**config.mk**
```make
export PLATFORM = sky130hd
export DESIGN_NAME = afa_core
export DESIGN_NICKNAME = d
export VERILOG_FILES = /design/src/include/afa_pkg.sv /design/src/afa_core.sv
export VERILOG_INCLUDE_DIRS = /design/src /design/src/include
export SDC_FILE = /design/constraint.sdc
export NUM_CORES = 1
export LEC_CHECK = 0
export ABC_AREA = 1
export BUFFER_PORTS_ARGS = -buffer_cell sky130_fd_sc_hd__buf_2
export CORE_ASPECT_RATIO = 0.75
export CORE_MARGIN = 2
export CORE_UTILIZATION = 59
export CTS_CLUSTER_DIAMETER = 200
export DETAILED_ROUTE_END_ITERATION = 8
export GPL_TIMING_DRIVEN = 0
export PLACE_DENSITY = 0.8
export SYNTH_ARGS = -nofsm -noshare
export SYNTH_HDL_FRONTEND = slang
export SYNTH_SLANG_ARGS = --single-unit
```
**constraint.sdc**
```tcl
create_clock -name clk_in -period 2 [get_ports clk_in]
set_input_delay 0.2 -clock clk_in [delete_from_list [all_inputs] [get_ports clk_in]]
set_output_delay 0.2 -clock clk_in [all_outputs]
set_load 0.03 [all_outputs]
```
**src/include/afa_cfg.svh**
```systemverilog
// Constants of the automatic fault acknowledgement controller.
// Assumes a 20 MHz control clock; included by bare name.
`ifndef AFA_CFG_SVH
`define AFA_CFG_SVH

// ------------------------------------------------------------
// Timing
// ------------------------------------------------------------
`define AFA_CLK_HZ        20000000
`define AFA_ACK_DELAY_S   3
`define AFA_ACK_DELAY_CYC (`AFA_ACK_DELAY_S * `AFA_CLK_HZ)

// ------------------------------------------------------------
// Setting values and reset value
// ------------------------------------------------------------
`define AFA_SET_NONE      3'h0
`define AFA_SET_CNT_MAX   3'h5
`define AFA_SET_ALWAYS    3'h6
`define AFA_SET_KEY_ONLY  3'h7
`define AFA_SET_RESET     3'h0

// ------------------------------------------------------------
// Register offsets
// ------------------------------------------------------------
`define AFA_ADDR_CTRL     2'h0
`define AFA_ADDR_STAT     2'h1
`define AFA_ADDR_MASK     2'h2
`define AFA_ADDR_LEFT     2'h3

`endif

```
**src/include/afa_pkg.sv**
```systemverilog
// Types of the automatic fault acknowledgement controller.
// Assumes nothing of its surroundings.
package afa_pkg;

    // ------------------------------------------------------------
    // Fault state
    // ------------------------------------------------------------
    typedef enum logic [1:0] {
        AFA_IDLE,
        AFA_WAIT_CAUSE,
        AFA_WAIT_DELAY
    } afa_state_t;

    typedef logic [2:0] afa_setting_t;

endpackage : afa_pkg

```
**src/afa_core.sv**
```systemverilog
// Fault latch and acknowledgement decision for a motor drive unit.
// Assumes fault and cause from same-clock logic; key, enable and the
// power-on strobe come from pins and are synchronised here.
`include "afa_cfg.svh"

module afa_core #(
    parameter int unsigned ACK_DELAY_CYC = `AFA_ACK_DELAY_CYC
) (
    // Clock, reset, enable
    input  wire logic              clk_in,
    input  wire logic              sys_rst_in,
    input  wire logic              clk_en_in,
    // Configuration
    input  wire afa_pkg::afa_setting_t auto_fault_ack_setting_in,
    input  wire logic              setting_load_in,
    input  wire logic              terminal_ctrl_in,
    // Fault source
    input  wire logic              fault_trip_in,
    input  wire logic              fault_cause_in,
    // Operator and mains
    input  wire logic              enter_key_in,
    input  wire logic              drive_enable_in,
    input  wire logic              power_on_in,
    // Register port
    input  wire logic [1:0]        reg_addr_in,
    input  wire logic [7:0]        reg_wdata_in,
    input  wire logic              reg_wr_in,
    input  wire logic              reg_rd_in,
    output logic      [7:0]        reg_rdata_out,
    // Status
    output logic                   fault_latched_out,
    output logic                   drive_off_out,
    output logic [2:0]             auto_ack_left_out,
    output logic                   irq_out
);
    import afa_pkg::*;

    // Elaboration check: a zero delay would wrap the limit ACK_DELAY_CYC - 1 to all ones
    if (ACK_DELAY_CYC < 1) begin : g_bad_delay
        $error("ACK_DELAY_CYC must be at least one");
    end

    // ------------------------------------------------------------
    // Pin synchronisers
    // ------------------------------------------------------------
    // Three stages; a change counts only once stages two and three agree
    logic [2:0] key_sync_reg;
    logic [2:0] en_sync_reg;
    logic [2:0] pwr_sync_reg;
    logic       key_reg;
    logic       en_reg;
    logic       pwr_reg;
    logic       key_prev_reg;
    logic       en_prev_reg;
    logic       pwr_prev_reg;

    always_ff @(posedge clk_in) begin
        if (sys_rst_in) begin
            key_sync_reg <= 3'h0;
            en_sync_reg  <= 3'h0;
            pwr_sync_reg <= 3'h0;
        end else if (clk_en_in) begin
            key_sync_reg <= {key_sync_reg[1:0], enter_key_in};
            en_sync_reg  <= {en_sync_reg[1:0], drive_enable_in};
            pwr_sync_reg <= {pwr_sync_reg[1:0], power_on_in};
        end
    end

    always_ff @(posedge clk_in) begin
        if (sys_rst_in) begin
            key_reg      <= 1'b0;
            en_reg       <= 1'b0;
            pwr_reg      <= 1'b0;
            key_prev_reg <= 1'b0;
            en_prev_reg  <= 1'b0;
            pwr_prev_reg <= 1'b0;
        end else if (clk_en_in) begin
            if (key_sync_reg[1] == key_sync_reg[2]) begin
                key_reg <= key_sync_reg[2];
            end
            if (en_sync_reg[1] == en_sync_reg[2]) begin
                en_reg <= en_sync_reg[2];
            end
            if (pwr_sync_reg[1] == pwr_sync_reg[2]) begin
                pwr_reg <= pwr_sync_reg[2];
            end
            key_prev_reg <= key_reg;
            en_prev_reg  <= en_reg;
            pwr_prev_reg <= pwr_reg;
        end
    end

    logic key_press;
    logic en_drop;
    logic power_up;
    assign key_press = key_reg & ~key_prev_reg;
    assign en_drop   = ~en_reg & en_prev_reg;
    assign power_up  = pwr_reg & ~pwr_prev_reg;

    // ------------------------------------------------------------
    // Setting
    // ------------------------------------------------------------
    afa_setting_t setting_reg;

    // Resets to no automatic acknowledgement
    always_ff @(posedge clk_in) begin
        if (sys_rst_in) begin
            setting_reg <= `AFA_SET_RESET;
        end else if (clk_en_in && setting_load_in) begin
            setting_reg <= auto_fault_ack_setting_in;
        end
    end

    logic mode_count;
    logic mode_always;
    logic mode_key_only;
    assign mode_count    = (setting_reg != `AFA_SET_NONE) &&
                           (setting_reg <= `AFA_SET_CNT_MAX);
    assign mode_always   = (setting_reg == `AFA_SET_ALWAYS);
    assign mode_key_only = (setting_reg == `AFA_SET_KEY_ONLY);

    // ------------------------------------------------------------
    // Acknowledgement sources
    // ------------------------------------------------------------
    logic       manual_ack;
    logic       auto_ok;
    logic       auto_ack;
    logic [2:0] left_reg;
    logic       delay_done;
    afa_state_t state_reg;

    // Enable withdrawal acknowledges only under terminal control
    assign manual_ack = key_press | power_up |
                        (en_drop & terminal_ctrl_in &
                         ~mode_key_only);
    // Setting zero and seven never permit an automatic clear
    assign auto_ok    = mode_always |
                        (mode_count && left_reg != 3'h0);
    assign auto_ack   = (state_reg == AFA_WAIT_DELAY) && delay_done &&
                        auto_ok;

    // ------------------------------------------------------------
    // Fault state machine and delay counter
    // ------------------------------------------------------------
    logic [31:0] delay_reg;
    assign delay_done = (delay_reg >= ACK_DELAY_CYC - 1);

    // Latched until a permitted source clears it
    always_ff @(posedge clk_in) begin
        if (sys_rst_in) begin
            state_reg <= AFA_IDLE;
        end else if (clk_en_in) begin
            unique case (state_reg)
                AFA_IDLE: begin
                    if (fault_trip_in) begin
                        state_reg <= AFA_WAIT_CAUSE;
                    end
                end
                AFA_WAIT_CAUSE: begin
                    if (manual_ack) begin
                        state_reg <= AFA_IDLE;
                    end else if (!fault_cause_in) begin
                        state_reg <= AFA_WAIT_DELAY;
                    end
                end
                AFA_WAIT_DELAY: begin
                    if (manual_ack || auto_ack) begin
                        state_reg <= AFA_IDLE;
                    end else if (fault_cause_in) begin
                        state_reg <= AFA_WAIT_CAUSE;
                    end
                end
            endcase
        end
    end

    // Counts while acknowledgeable; saturates so a later setting change
    // to an automatic mode clears at once
    always_ff @(posedge clk_in) begin
        if (sys_rst_in) begin
            delay_reg <= 32'h0;
        end else if (clk_en_in) begin
            if (state_reg != AFA_WAIT_DELAY || fault_cause_in) begin
                delay_reg <= 32'h0;
            end else if (!delay_done) begin
                delay_reg <= delay_reg + 32'h1;
            end
        end
    end

    // Remaining count, reloaded on each power-up
    always_ff @(posedge clk_in) begin
        if (sys_rst_in) begin
            left_reg <= 3'h0;
        end else if (clk_en_in) begin
            if (power_up || setting_load_in) begin
                left_reg <= setting_load_in ? auto_fault_ack_setting_in
                                            : setting_reg;
            end else if (auto_ack && mode_count && !manual_ack) begin
                left_reg <= left_reg - 3'h1;
            end
        end
    end

    assign fault_latched_out = (state_reg != AFA_IDLE);
    assign drive_off_out     = fault_latched_out;
    assign auto_ack_left_out = mode_count ? left_reg : 3'h0;

    // ------------------------------------------------------------
    // Interrupt status and register port
    // ------------------------------------------------------------
    // Bit0 trip, bit1 auto clear, bit2 manual clear
    logic [2:0] irq_stat_reg;
    logic [2:0] irq_mask_reg;
    logic [2:0] ev;
    logic       trip_ev;
    assign trip_ev = (state_reg == AFA_IDLE) && fault_trip_in;
    assign ev = {manual_ack && fault_latched_out,
                 auto_ack && !manual_ack, trip_ev};

    // Read clears; a same-cycle event still wins
    always_ff @(posedge clk_in) begin
        if (sys_rst_in) begin
            irq_stat_reg <= 3'h0;
        end else if (clk_en_in) begin
            if (reg_rd_in && reg_addr_in == `AFA_ADDR_STAT) begin
                irq_stat_reg <= ev;
            end else begin
                irq_stat_reg <= irq_stat_reg | ev;
            end
        end
    end

    always_ff @(posedge clk_in) begin
        if (sys_rst_in) begin
            irq_mask_reg <= 3'h0;
        end else if (clk_en_in && reg_wr_in &&
                     reg_addr_in == `AFA_ADDR_MASK) begin
            irq_mask_reg <= reg_wdata_in[2:0];
        end
    end

    always_ff @(posedge clk_in) begin
        if (sys_rst_in) begin
            reg_rdata_out <= 8'h0;
        end else if (clk_en_in) begin
            reg_rdata_out <= 8'h0;
            if (reg_rd_in) begin
                unique case (reg_addr_in)
                    `AFA_ADDR_CTRL: reg_rdata_out <= {2'h0, state_reg, 1'b0,
                                                     setting_reg};
                    `AFA_ADDR_STAT: reg_rdata_out <= {5'h0, irq_stat_reg};
                    `AFA_ADDR_MASK: reg_rdata_out <= {5'h0, irq_mask_reg};
                    `AFA_ADDR_LEFT: reg_rdata_out <= {5'h0, left_reg};
                endcase
            end
        end
    end

    assign irq_out = |(irq_stat_reg & irq_mask_reg);
endmodule : afa_core

```
==> results of run 1 <==
==> worst min-delay path by stage <==
stage / from / endpoint / slack (ns) / cells past startpoint
finish: power_on_in / pwr_sync_reg[0] / 0.06 / 3
floorplan: drive_enable_in / en_sync_reg[0] / 0.33 / 2
CTS: power_on_in / pwr_sync_reg[0] / 0.06 / 3
global placement: power_on_in / pwr_sync_reg[0] / 0.42 / 3
global route: drive_enable_in / en_sync_reg[0] / 0.08 / 3
detailed placement: power_on_in / pwr_sync_reg[0] / 0.44 / 3
==> area by class of cell <==
cell class	instances	area, um^2	share of cell area, %
buffer	21	129	3.11
clock buffer	9	124	2.99
clock inverter	7	101	2.44
inverter	61	234	5.64
multi-input combinational	407	1980	47.7
sequential	66	1330	31.9
tap	78	97.6	2.35
timing repair buffer	31	160	3.86
==> repair_timing <==
item | CTS | global route
pin swaps | 0 | 1
gates cloned | 0 | 0
setup buffers | 0 | 2
gates resized for setup | 1 | 4
endpoints found under the setup margin | 29 | 36
==> routing by layer <==
metal | vias to the layer above | wire [um] | GRT usage, %
met5 | - | 0 | 0
met1 | 1684 | 4650 | 43.4
met3 | 12 | 900 | 8.31
met2 | 147 | 4090 | 44.5
li1 | 1864 | - | -
met4 | 0 | 106 | 11.0
==> worst max-delay path, stage by stage (launching register included) <==
cell,delay [ns]
sky130_fd_sc_hd__dfxtp_1,0.43
sky130_fd_sc_hd__nand2_1,0.10
sky130_fd_sc_hd__nor2_1,0.15
sky130_fd_sc_hd__nand2_1,0.19
sky130_fd_sc_hd__nor2_1,0.48
sky130_fd_sc_hd__a21o_1,0.23
sky130_fd_sc_hd__nand4_1,0.10
sky130_fd_sc_hd__a21oi_1,0.13
==> per-stage QoR <==
stage	setup WS (ns)	utilization, %	hold slack (ns)	cells
global placement	-0.0380	66.1	0.423	662
floorplan	0.343	-	0.335	555
detailed placement	-0.0663	66.1	0.435	662
CTS	0.0109	70.0	0.0583	678
finish	0.109	70.5	0.0621	680
global route	-0.00161	70.5	0.0772	680
==> Yosys cell counts (3+ instances only) <==
cell type,n,area [um^2]
sky130_fd_sc_hd__a21oi_1,37,185
sky130_fd_sc_hd__dfxtp_1,66,1320
sky130_fd_sc_hd__a211oi_1,4,30.0
sky130_fd_sc_hd__nand2_1,131,492
sky130_fd_sc_hd__nand4_1,14,87.6
sky130_fd_sc_hd__inv_2,5,18.8
sky130_fd_sc_hd__buf_4,6,45.0
sky130_fd_sc_hd__ha_1,3,37.5
sky130_fd_sc_hd__o21ai_0,28,140
sky130_fd_sc_hd__inv_1,55,206
sky130_fd_sc_hd__xor2_1,12,105
sky130_fd_sc_hd__a21oi_2,11,96.3
sky130_fd_sc_hd__nand2_2,12,75.1
sky130_fd_sc_hd__nand3_1,35,175
sky130_fd_sc_hd__clkbuf_1,9,33.8
sky130_fd_sc_hd__nor2_1,91,342
sky130_fd_sc_hd__nor3_1,12,60.1
==> power by group <==
group / internal [mW] / leakage, nW / switching [mW]
combinational: 0.112 / 1.06 / 0.240
clock: 0.712 / 0.106 / 0.583
sequential: 1.35 / 0.537 / 0.0277
==> logic make-up after synthesis <==
family          after synthesis  share of synthesized area (%)
other cells                   1                          0.103
buf+inv                      82                           9.96
fa+ha+maj                     3                           1.03
compound gates               86                           13.7
xor+xnor                     14                           3.37
flops                        66                           36.3
simple gates                301                           35.5
==> results by stage, run 1 <==
Drt:
- The detail route stage leaves a number of antenna-violating nets equal to 0.
- The final layout contains routed wiring with a total length of 9750 um.
- The per-cell via count in the routed design is 5.45.
- The via total after detailed routing is 3707.
- The initial DRC count is 284.
- In the routed design, unresolved DRC markers number 0.
- The average wire per standard cell is 14.3 um.
- The first-pass iteration count of the detailed router is 5.

Placed design:
- The final HPWL from detailed placement is 7110 um.
- Input and output buffers added on the ports amount to 29.
- The post-placement cell area is 3890 um^2.
- The final weighted congestion in routability-driven placement is 1.02.

Clocking:
- The tree is rooted in a sky130_fd_sc_hd__clkbuf_8.
- The number of buffers created by CTS is 9.
- The total clock sinks is 66.
- Hold repair after CTS inserted 0 buffers.
- The clock tree from TritonCTS is built.
- The longest clock path from root to sink contains 2 buffers.
- The clock insertion delay at the later pin of the skew report is 0.36 ns.
- The H-tree was split into 3 levels.
- After clock tree synthesis, the clock-pin slew on the worst setup and hold paths is 0.08 ns.

Synthesis:
- Summing the sequential cell areas from Yosys gives 36.3% of the chip area.
- The predominant post-synthesis flop cell is sky130_fd_sc_hd__dfxtp_1.
- The share of synthesized registers carrying an async set or reset is 0%.
- The number of synthesized register bits is 66.
- Each instance of the synthesized netlist takes up on average 6.59 um^2.
- The Yosys step of the flow raised 0 warnings.
- The count of flip-flops with a built-in enable after synthesis is 0.
- The number of different library cells in the post-synthesis netlist is 34.
- The count of mapped cells out of synthesis is 553.
- In this run the cell area of the synthesized design comes to 3640 um^2.

Pwr:
- The power density relative to cell area is 729 nW/um^2.
- The maximum ir drop on the vdd rail is 0.567 mV.
- The total power consumption of the routed design is 3.02 mW.
- The total leakage power is 1.70 nW.

Critical path:
- Along the worst path, the maximum fanout reaches 5.
- The worst setup path is captured at a register.
- The endpoint of the lowest-slack register-to-register path is delay_reg[25].
- The setup slack of the most critical reg-to-reg path is 0.11 ns.
- The worst reg2reg path startpoint is delay_reg[5].
- Following the worst setup path forward leads to its endpoint at delay_reg[25].
- In this run the worst setup path begins at delay_reg[5].
- The critical path arrival is 2.17 ns.
- The type of origin of the critical path is a register.
- The data required time of the worst path is 2.28 ns.
- The type of the worst setup path is register to register.
- The depth of the worst register-to-register path is 7.

GRT:
- The total congestion overflow after global routing is 0.
- Entering global routing, the biggest net connects 14 pins.
- The number of antenna violations at the first check in global routing is 0.
- The number of global-route vias before repair was 3382.
- The global-route total usage across every layer is 30.5%.
- The first global-routing pass estimated 15900 um of wire.

Cells and area:
- The top cell types in the final layout, fill and taps aside, are sky130_fd_sc_hd__nand2_1, sky130_fd_sc_hd__nor2_1, sky130_fd_sc_hd__dfxtp_1, sky130_fd_sc_hd__inv_1, sky130_fd_sc_hd__a21oi_1.
- The post-route netlist has 15.8% of its cells at a drive strength greater than 1.
- The commonest non-fill, non-tap cell in the layout is sky130_fd_sc_hd__nand2_1.
- From synthesis to final layout, the design area changed by 13.9%.
- The number of fill cells is 526.
- The number of flip-flops under the largest register name is 32.
- The number of antenna diodes in the final layout is 0.
- The number of nets in the layout is 625.
- With fillers left out, the area of the finished cells amounts to 4150 um^2.

Floorplanning:
- The core area is 5890 um^2.
- Once the floorplan was initialized, standard cells occupied 61.9% of the core.
- The floorplan step defined a die boundary enclosing 6820 um^2.
- The floorplan has 24 rows.
- The die is 72.0 um tall.
- In this run the count of I/O pins placed on the die edge is 39.
- The die extent in x is 94.7 um.

STA:
- The share of the cycle needed by the critical path after routing is 94.6%.
- The final number of hold-violating endpoints is 0.
- For the pin with the worst max-slew slack, the measured transition is 0.693 ns.
- Static timing analysis puts the maximum clock frequency at 529 MHz.
- The worst path needs 1.89 ns of the cycle, external delays included.
- The final max-slew violation count was 0.
- After routing, the total negative slack on setup checks comes to 0 ns.
- The setup skew after layout is 0.0101 ns.
- The setup-violating endpoint count in the final report is 0.
- The tightest slew margin relative to the limit is 53.8%.

Run status:
- The run finished with clean final reports.

Worst hold path:
- The type of the tightest min-delay check is input port to register.

Flow run:
- Max-cap violations in this run came to 0.
No activity file was read; power rests on OpenSTA's default activity.
==> run 2: changes to the inputs <==
- ABC_AREA: 1 -> 0
- CORE_UTILIZATION: 59 -> 58
==> run 2 against run 1 <==
  * The flow now finishes with violations (negative setup slack)
  * Via count decreased by 13%
  * Fmax decreased by 22%
  * Power decreased by 11%
  * Sequential share of layout area increased by 1.4 points
  * Critical path depth increased by 2
  * Flip-flop and latch count unchanged
  * Routed wire length decreased by 11%
  * Combinational power decreased by 41%
  * Sequential power about the same
  * Final area decreased by 4.0%
  * First-iteration DRC count increased by 71%
==> results by stage, run 2 <==
Run status:
- The flow ran to the end, but the final reports show violations.
- The checks that failed: negative setup slack.

Placed design:
- The final HPWL from detailed placement is 5340 um.
- The final weighted congestion in routability-driven placement is 0.886.
- Summing all placed instances gives a cell area of 3460 um^2.
- In this run the tool buffered the top-level ports with 28 buffer cells.
- Timing analysis after detailed placement gives a worst setup slack of -0.482 ns.

Critical path:
- The endpoint of the lowest-slack register-to-register path is left_reg[0].
- The type of origin of the critical path is a register.
- Data on the critical path is required at its endpoint by 2.22 ns.
- The setup slack of the most critical reg-to-reg path is -0.44 ns.
- In this run the worst path has a maximum fanout of 4.
- STA classifies the critical path endpoint as a register.
- STA puts the critical path data arrival time at 2.66 ns.
- The depth of the worst register-to-register path is 9.
- The type of the worst setup path is register to register.
- The worst reg2reg path startpoint is delay_reg[11].

Clocking:
- Buffers inserted during clock tree synthesis total 9.
- The root cell of the clock tree is sky130_fd_sc_hd__clkbuf_8.
- The total clock sinks is 66.
- TritonCTS built the clock tree.
- The clock tree synthesis step divided the H-tree into 3 levels.
- The clock insertion delay at the later pin of the skew report is 0.35 ns.
- The clock passes through at most 2 buffers.
- Clock-pin slew was measured on the worst setup and hold paths at 0.08 ns.

Worst hold path:
- The startpoint of the most critical hold path is reg_wdata_in[2].
- The type of the tightest min-delay check is input port to register.
- The endpoint of the worst hold path is irq_mask_reg[2].
- The instance count along the most critical hold path is 3.

Cells and area:
- Leaving out fill and tap cells, the most frequent cells in the layout are sky130_fd_sc_hd__dfxtp_1, sky130_fd_sc_hd__a21oi_1, sky130_fd_sc_hd__nor2_1, sky130_fd_sc_hd__buf_2, sky130_fd_sc_hd__nand2_1.
- The number of nets in the layout is 455.
- Leaving out fill and tap cells, the most frequent cell in the layout is sky130_fd_sc_hd__dfxtp_1.
- The fraction of layout cells with a size suffix above 1 is 23.6%.
- The register with the most flip-flops in the layout has 32 of them.
- The layout overhead on the synthesized area is 24.3%.
- The number of fill cells is 375.
- The finished cells cover 3980 um^2.
- The antenna diode count is 0.

Synthesis:
- The synthesized-area fraction occupied by and/or/nand/nor cells is 26.9%.
- The library cell occupying the most area in the post-synthesis netlist is sky130_fd_sc_hd__dfxtp_1.
- The dominant combinational cell family by area after synthesis is simple AND/OR/NAND/NOR gates.
- For this run, asynchronously set or reset flops after synthesis account for 0%.
- Counting flops and latches in the post-synthesis netlist gives 66.
- The synthesized cell area is 3200 um^2.
- The mean cell area of the mapped netlist is 8.54 um^2.
- The synthesized design contains 0 enable-type register cells.
- After synthesis, the most frequently instantiated cells are sky130_fd_sc_hd__dfxtp_1, sky130_fd_sc_hd__a21oi_1, sky130_fd_sc_hd__nor2_1.
- sky130_fd_sc_hd__dfxtp_1 is the most common cell in the netlist.
- For this run, the number of Yosys warnings is 0.
- The post-synthesis mux area share is 7.73%.
- After synthesis, flip-flops and latches occupy 41.2% of the total area.
- In the synthesized netlist, the number of instances is 375.
- After synthesis, the largest area contributor takes up 41.2% of total cell area.
- The synthesized netlist devotes 18.0% of its cell area to compound gates.
- Yosys attributes the largest share of cell area to sky130_fd_sc_hd__dfxtp_1, sky130_fd_sc_hd__a21oi_1, sky130_fd_sc_hd__mux2i_1.
- For this run, the leading register cell type out of synthesis is sky130_fd_sc_hd__dfxtp_1.
- The number of different library cells in the post-synthesis netlist is 52.
- Of the total synthesized cell area, the portion taken by full adders, half adders and majority gates is 1.17%.
- Summing the areas of all xor and xnor instances in the mapped netlist gives 0.547% of the synthesized area.

STA:
- In this run the tightest slew margin relative to its limit is 57.3%.
- Setup repair after global routing could not meet its margin everywhere.
- Derived from the worst setup path, the maximum achievable clock frequency is 410 MHz.
- The final number of hold-violating endpoints is 0.
- The worst path uses 122% of the clock period.
- The minimum period implied by the final worst setup slack is 2.44 ns.
- The setup-violating endpoint count in the final report is 32.
- Adding up every negative setup slack in the final design gives -7.56 ns.
- The transition time of the tightest slew-check pin is 0.640 ns.
- The setup skew after layout is 0.00705 ns.
- The final max-slew violation count is 0.
- The slack of the critical path is -0.439 ns.

Floorplanning:
- In this run the horizontal extent of the chip is 89.8 um.
- In this run the count of I/O pins placed on the die edge is 39.
- The initial utilization of the core area, before any placement, comes to 60.2%.
- The number of core rows is 23.
- The die covers 6140 um^2.
- The core region is 5320 um^2.
- In this run the vertical extent of the chip is 68.4 um.

Pwr:
- The fraction of power consumed by combinational cells is 7.7%.
- The share of power burned in the clock network is 42.2%.
- The switching part of the total power is 25.4%.
- IR analysis of the VDD net gives a maximum drop of 0.531 mV.
- The switching power summed over all nets is 0.686 mW.
- The cell-internal power is 2.02 mW.
- The power density relative to cell area is 679 nW/um^2.
- The total leakage power is 1.48 nW.
- The power share of the sequential group is 50.1%.

Flow run:
- The number of max-cap violations is 0.

GRT:
- Entering global routing, the biggest net connects 13 pins.
- The number of global-route vias before repair is 2625.
- Across every metal layer, demand over resource in global routing totals 26.9%.
- The first global-routing pass estimated 12800 um of wire.
- The number of antenna violations at the first check in global routing was 0.
- For this run the aggregate overflow at the end of global routing stands at 0.

Drt:
- The met1 routed wirelength after detailed routing is 3690 um.
- In the routed layout, each cell is associated on average with a via count of 6.33.
- The via total after detailed routing is 3207.
- The detailed-route DRC error count is 0.
- The count of nets left with antenna violations after detail routing is 0.
- The met2 wirelength from detailed routing is 3910 um.
- The average wire per standard cell is 17.1 um.
- Summed over all layers, the routed wires come to 8690 um.
- The first-pass iteration count of the detailed router is 5.
- The routed length on met3 is 846 um.
- In this run the top signal layer used is met4.
- The initial DRC count is 487.
[run 2: cell types whose count changed after synthesis, moves of 12 or more]
cell,delta
sky130_fd_sc_hd__and3_1,+12
sky130_fd_sc_hd__inv_1,-49
sky130_fd_sc_hd__mux2i_1,+18
sky130_fd_sc_hd__nand2_1,-106
sky130_fd_sc_hd__nand2_2,-12
sky130_fd_sc_hd__nand3_1,-13
sky130_fd_sc_hd__nor2_1,-62
sky130_fd_sc_hd__or3_1,+17
[run 2: cell type report]
cell class	instances	area [um^2]	area share [%]
well taps	75	93.8	2.36
repair buffers	39	280	7.04
inverters	6	22.5	0.566
plain buffers	24	144	3.61
multi-input cells	281	1910	48.0
clock buffers	10	138	3.46
clock inverters	6	66.3	1.67
flip-flops and latches	66	1330	33.3
[run 2: timing repair]
| item | CTS | global route |
|---|---|---|
| hold buffers | 0 | 0 |
| setup buffers | 7 | 4 |
| gates cloned | 0 | 2 |
| pin swaps | 22 | 10 |
| setup endpoints to repair | 29 | 42 |
| gates resized for setup | 19 | 39 |
[run 2: power groups by stage]
stage	clock (mW)	combinational [mW]	sequential (mW)
after floorplan	0	0.136	1.38
after global placement	0	0.193	1.38
after detailed placement	0	0.197	1.38
after CTS	1.14	0.198	1.35
after global routing	1.21	0.228	1.36
final	1.14	0.209	1.35
[run 2: critical path, stage by stage (launching register included)]
cell,delay (ns)
sky130_fd_sc_hd__dfxtp_4,0.35
sky130_fd_sc_hd__or4_4,0.54
sky130_fd_sc_hd__buf_6,0.14
sky130_fd_sc_hd__nor4_4,0.21
sky130_fd_sc_hd__o211ai_4,0.15
sky130_fd_sc_hd__buf_4,0.18
sky130_fd_sc_hd__buf_6,0.12
sky130_fd_sc_hd__a21bo_4,0.24
sky130_fd_sc_hd__o211ai_1,0.26
sky130_fd_sc_hd__a31oi_1,0.12
[run 2: metal layers]
metal	GRT usage [%]	vias up
li1	-	1489
met1	37.2	1500
met2	40.4	185
met3	7.60	33
met4	9.81	0
met5	0	-
[run 2: cells by family after synthesis]
group,count (synthesis)
buffers and inverters,30
adder cells (fa/ha/maj),3
other,1
AO/OA/AOI/OAI,94
multiplexers,21
XOR/XNOR,2
AND/OR/NAND/NOR,158
flip-flops,66
[run 2: how the worst max path moves through the flow]
stage	end	slack, ns	cells after the start	start
6_report	left_reg[0]	-0.44	9	delay_reg[11]
5_1_grt	left_reg[0]	-0.48	9	delay_reg[11]
4_1_cts	delay_reg[12]	-0.32	8	delay_reg[11]
3_5_place_dp	delay_reg[25]	-0.48	8	delay_reg[13]
3_3_place_gp	delay_reg[25]	-0.50	8	delay_reg[13]
2_1_floorplan	delay_reg[8]	-0.16	7	delay_reg[13]
[run 2: stage by stage]
| step | total power, mW | util (%) | hold slack [ns] | instances |
|---|---|---|---|---|
| 3_5_place_dp | 1.58 | 65.0 | 0.437 | 480 |
| 2_1_floorplan | 1.52 | - | 0.344 | 377 |
| 3_3_place_gp | 1.58 | 65.0 | 0.434 | 480 |
| 4_1_cts | 2.69 | 71.1 | 0.0832 | 503 |
| 5_1_grt | 2.79 | 74.8 | 0.0782 | 507 |
| 6_report | 2.70 | 74.8 | 0.0874 | 507 |
==> run 3: changes to the inputs <==
- CORE_UTILIZATION: 58 -> 28
- PLACE_DENSITY: 0.8 -> default
==> run 3 against run 2 <==
  * Clock skew shrank 0.00061 ns
  * Worst setup slack gained 0.17 ns
  * Via count shrank 4.0%
  * Worst hold slack gained 0.021 ns
  * Register-to-register slack gained 0.17 ns
  * Flip-flop and latch count is the same
  * Fmax grew 7.3%
  * Largest cell class unchanged
  * The flow still finishes with violations (negative setup slack)
  * Clock power grew 62%
  * Die area grew 100%
==> results by stage, run 3 (synthesis results as in run 2) <==
Run status:
- The run finished, with violations left.
- The checks that failed: negative setup slack.

Pwr:
- Of the total power, registers draw 39.6%.
- The cell-internal power is 2.64 mW.
- Combinational cells account for 6.2% of the total power.
- The clock network accounts for 54.1% of the total power.
- Summed over all cells, the static leakage comes to 1.55 nW.
- The design draws 3.42 mW.
- For this design the ratio of total power to cell area is 825 nW/um^2.
- The switching part of the total power is 23.0%.
- The switching power summed over all nets is 0.786 mW.
- The worst-case IR drop observed on VDD is 0.439 mV.

Critical path:
- The largest fanout of any net on the critical path is 9.
- The sort of element at the end of the critical path is a register.
- The critical path arrival is 2.53 ns.
- The number of buffers and inverters on the critical path is 1.
- The most frequent cell on the critical path is sky130_fd_sc_hd__or4_1.
- The largest single stage delay on the critical path is 0.57 ns.
- The worst register-to-register path ends at delay_reg[8].
- The depth of the worst register-to-register path is 6.
- The signal on the critical path passes through or4_1 > nor4_4 > a21oi_4 > buf_6 > or4_1 > a21oi_2.
- The cell with the largest stage delay on the worst path is sky130_fd_sc_hd__or4_1.
- The data required time of the worst path is 2.26 ns.
- The worst setup path is launched from a register.
- The cell class contributing the biggest share of worst-path delay is simple AND/OR/NAND/NOR gates.
- The type of the worst setup path is register to register.
- The worst reg2reg path startpoint is delay_reg[26].
- The setup slack of the most critical reg-to-reg path is -0.27 ns.

Clocking:
- TritonCTS created 9 clock buffers.
- The clock insertion delay at the later pin of the skew report is 0.33 ns.
- The clock tree synthesis step divided the H-tree into 3 levels.
- The clock tree from TritonCTS is built.
- Clock-pin slew was measured on the worst setup and hold paths at 0.06 ns.
- The clock passes through at most 2 buffers.
- The tree built by TritonCTS fans out to 66 sinks.
- The root cell of the clock tree is sky130_fd_sc_hd__clkbuf_16.

Drt:
- In this run, the number of DRC markers left after iteration 0 of detailed routing was 358.
- For this run, design rule violations remaining after detail routing come to 0.
- The routed layout has 3079 vias.
- The first TritonRoute pass finished after 5 iterations.
- Once detail routing completed, the nets flagged for antenna violations numbered 0.
- The average wire per standard cell is 15.9 um.
- After detailed routing, the number of vias per cell comes to 5.37.
- The final layout contains routed wiring with a total length of 9100 um.

Placed design:
- The post-place setup slack is -0.499 ns.
- The final HPWL from detailed placement is 6300 um.
- The total of buffers placed on input and output ports is 28.
- After detailed placement, the design holds a cell count of 545.
- The congestion estimate from routability-driven global placement came to 0.833.

Worst hold path:
- The endpoint of the worst hold path is key_sync_reg[0].
- The worst hold path begins at enter_key_in.
- The instance count along the most critical hold path is 3.
- In this run the worst hold path is classified as input port to register.

Floorplanning:
- The die covers 12300 um^2.
- The initial standard-cell utilization of the core is 29.1%.
- In this run the count of I/O pins placed on the die edge is 39.
- The number of core rows is 33.
- The die extent in x is 128 um.
- The die is 96.6 um tall.
- The floorplan step defined a core boundary enclosing 11000 um^2.

GRT:
- The maximum number of pins on one net before global-route repair is 14.
- For this run the aggregate overflow at the end of global routing stands at 0.
- The global-route total usage across every layer is 14.7%.
- The number of antenna violations at the first check in global routing is 0.
- The number of global-route vias before repair is 2904.
- The first global-routing pass estimated 14700 um of wire.

STA:
- Setup repair after global routing could not meet its margin everywhere.
- The transition time of the tightest slew-check pin is 0.705 ns.
- Of the available clock period, the critical path in the final layout requires 114%.
- The minimum period implied by the final worst setup slack is 2.27 ns.
- Setup violations remaining at the end of the flow were counted as 35.
- After routing, the total negative slack on setup checks comes to -6.71 ns.
- The slack of the critical path is -0.273 ns.
- In this run the tightest slew margin relative to its limit is 53.0%.
- The setup skew after layout is 0.00644 ns.
- The final number of hold-violating endpoints was 0.
- The final max-slew violation count is 0.
- The achievable frequency is 440 MHz.

Cells and area:
- The fraction of layout cells with a size suffix above 1 is 22.2%.
- Summing all flip-flop and latch instances after layout gives 1330 um^2.
- Fill cells in the final layout number 1065.
- The library cells used most frequently in the layout, excluding fill and tap cells, are sky130_fd_sc_hd__dfxtp_1, sky130_fd_sc_hd__a21oi_1, sky130_fd_sc_hd__nor2_1, sky130_fd_sc_hd__buf_2, sky130_fd_sc_hd__nand2_1.
- After the last flow step, the layout net total stands at 456.
- The area of the multi-input gates is 1880 um^2.
- The antenna diode count is 0.
- From synthesis to final layout, the design area changed by 29.6%.
- The register with the most flip-flops in the layout has 32 of them.
- The number of standard cells in the final layout excluding fillers is 573.
- The commonest non-fill, non-tap cell in the layout is sky130_fd_sc_hd__dfxtp_1.

Flow run:
- Across the run, the number of max-cap violations was 0.
## run 3: cell count changes in the layout (fill, tap and decap cells not counted), moves of 3 or more
cell                        delta
sky130_fd_sc_hd__buf_4         +5
sky130_fd_sc_hd__clkbuf_16     +8
sky130_fd_sc_hd__clkbuf_8     -10
sky130_fd_sc_hd__o21ai_0       +3
sky130_fd_sc_hd__o21ai_1       -4
## run 3: worst max path at each step
| stage | to | slack, ns | start | cells after the start |
|---|---|---|---|---|
| floorplan | delay_reg[8] | -0.16 | delay_reg[13] | 7 |
| global placement | delay_reg[25] | -0.51 | delay_reg[12] | 8 |
| detailed placement | delay_reg[25] | -0.50 | delay_reg[12] | 8 |
| CTS | delay_reg[10] | -0.30 | delay_reg[12] | 7 |
| global route | delay_reg[10] | -0.37 | delay_reg[26] | 6 |
| finish | delay_reg[8] | -0.27 | delay_reg[26] | 6 |
## run 3: tightest hold or removal path: stages
cell and delay, ns:
sky130_fd_sc_hd__buf_2 0.08, sky130_fd_sc_hd__mux2i_1 0.06, sky130_fd_sc_hd__nor2_1 0.07
## run 3: layer usage
layer / share of wire (%) / up-vias / global-route usage [%]
li1: - / 1485 / -
met1: 50 / 1498 / 21.8
met2: 44 / 82 / 21.8
met3: 4.9 / 14 / 2.88
met4: 1.2 / 0 / 4.06
met5: 0 / - / 0
## run 3: repair_timing
action | 4_1_cts | 5_1_grt
cloned | 0 | 1
buffers inserted | 6 | 5
pin swaps | 17 | 8
hold buffers | 0 | 0
resized for setup | 20 | 25
setup endpoints to repair | 30 | 42
## run 3: power groups by stage
stage,clock network [mW],logic [mW],registers (mW)
floorplan,0,0.136,1.38
global placement,0,0.201,1.38
detailed placement,0,0.203,1.39
CTS,1.87,0.205,1.36
global route,1.94,0.232,1.36
finish,1.85,0.213,1.36
## run 3: through the flow
stage,hold slack [ns],util (%),area [um^2]
6_report,0.109,37.7,4150
5_1_grt,0.121,37.7,4150
2_1_floorplan,0.344,-,3230
3_3_place_gp,0.433,32.1,3540
4_1_cts,0.106,36.2,3990
3_5_place_dp,0.439,32.1,3540
## run 3: layout make-up
| cell class | count | share of cell area, % |
|---|---|---|
| timing repair buffer | 40 | 6.33 |
| clock buffer | 9 | 5.42 |
| clock inverter | 7 | 2.98 |
| tap | 140 | 4.22 |
| inverter | 6 | 0.542 |
| multi-input combinational | 281 | 45.3 |
| buffer | 24 | 3.28 |
| sequential | 66 | 32.0 |
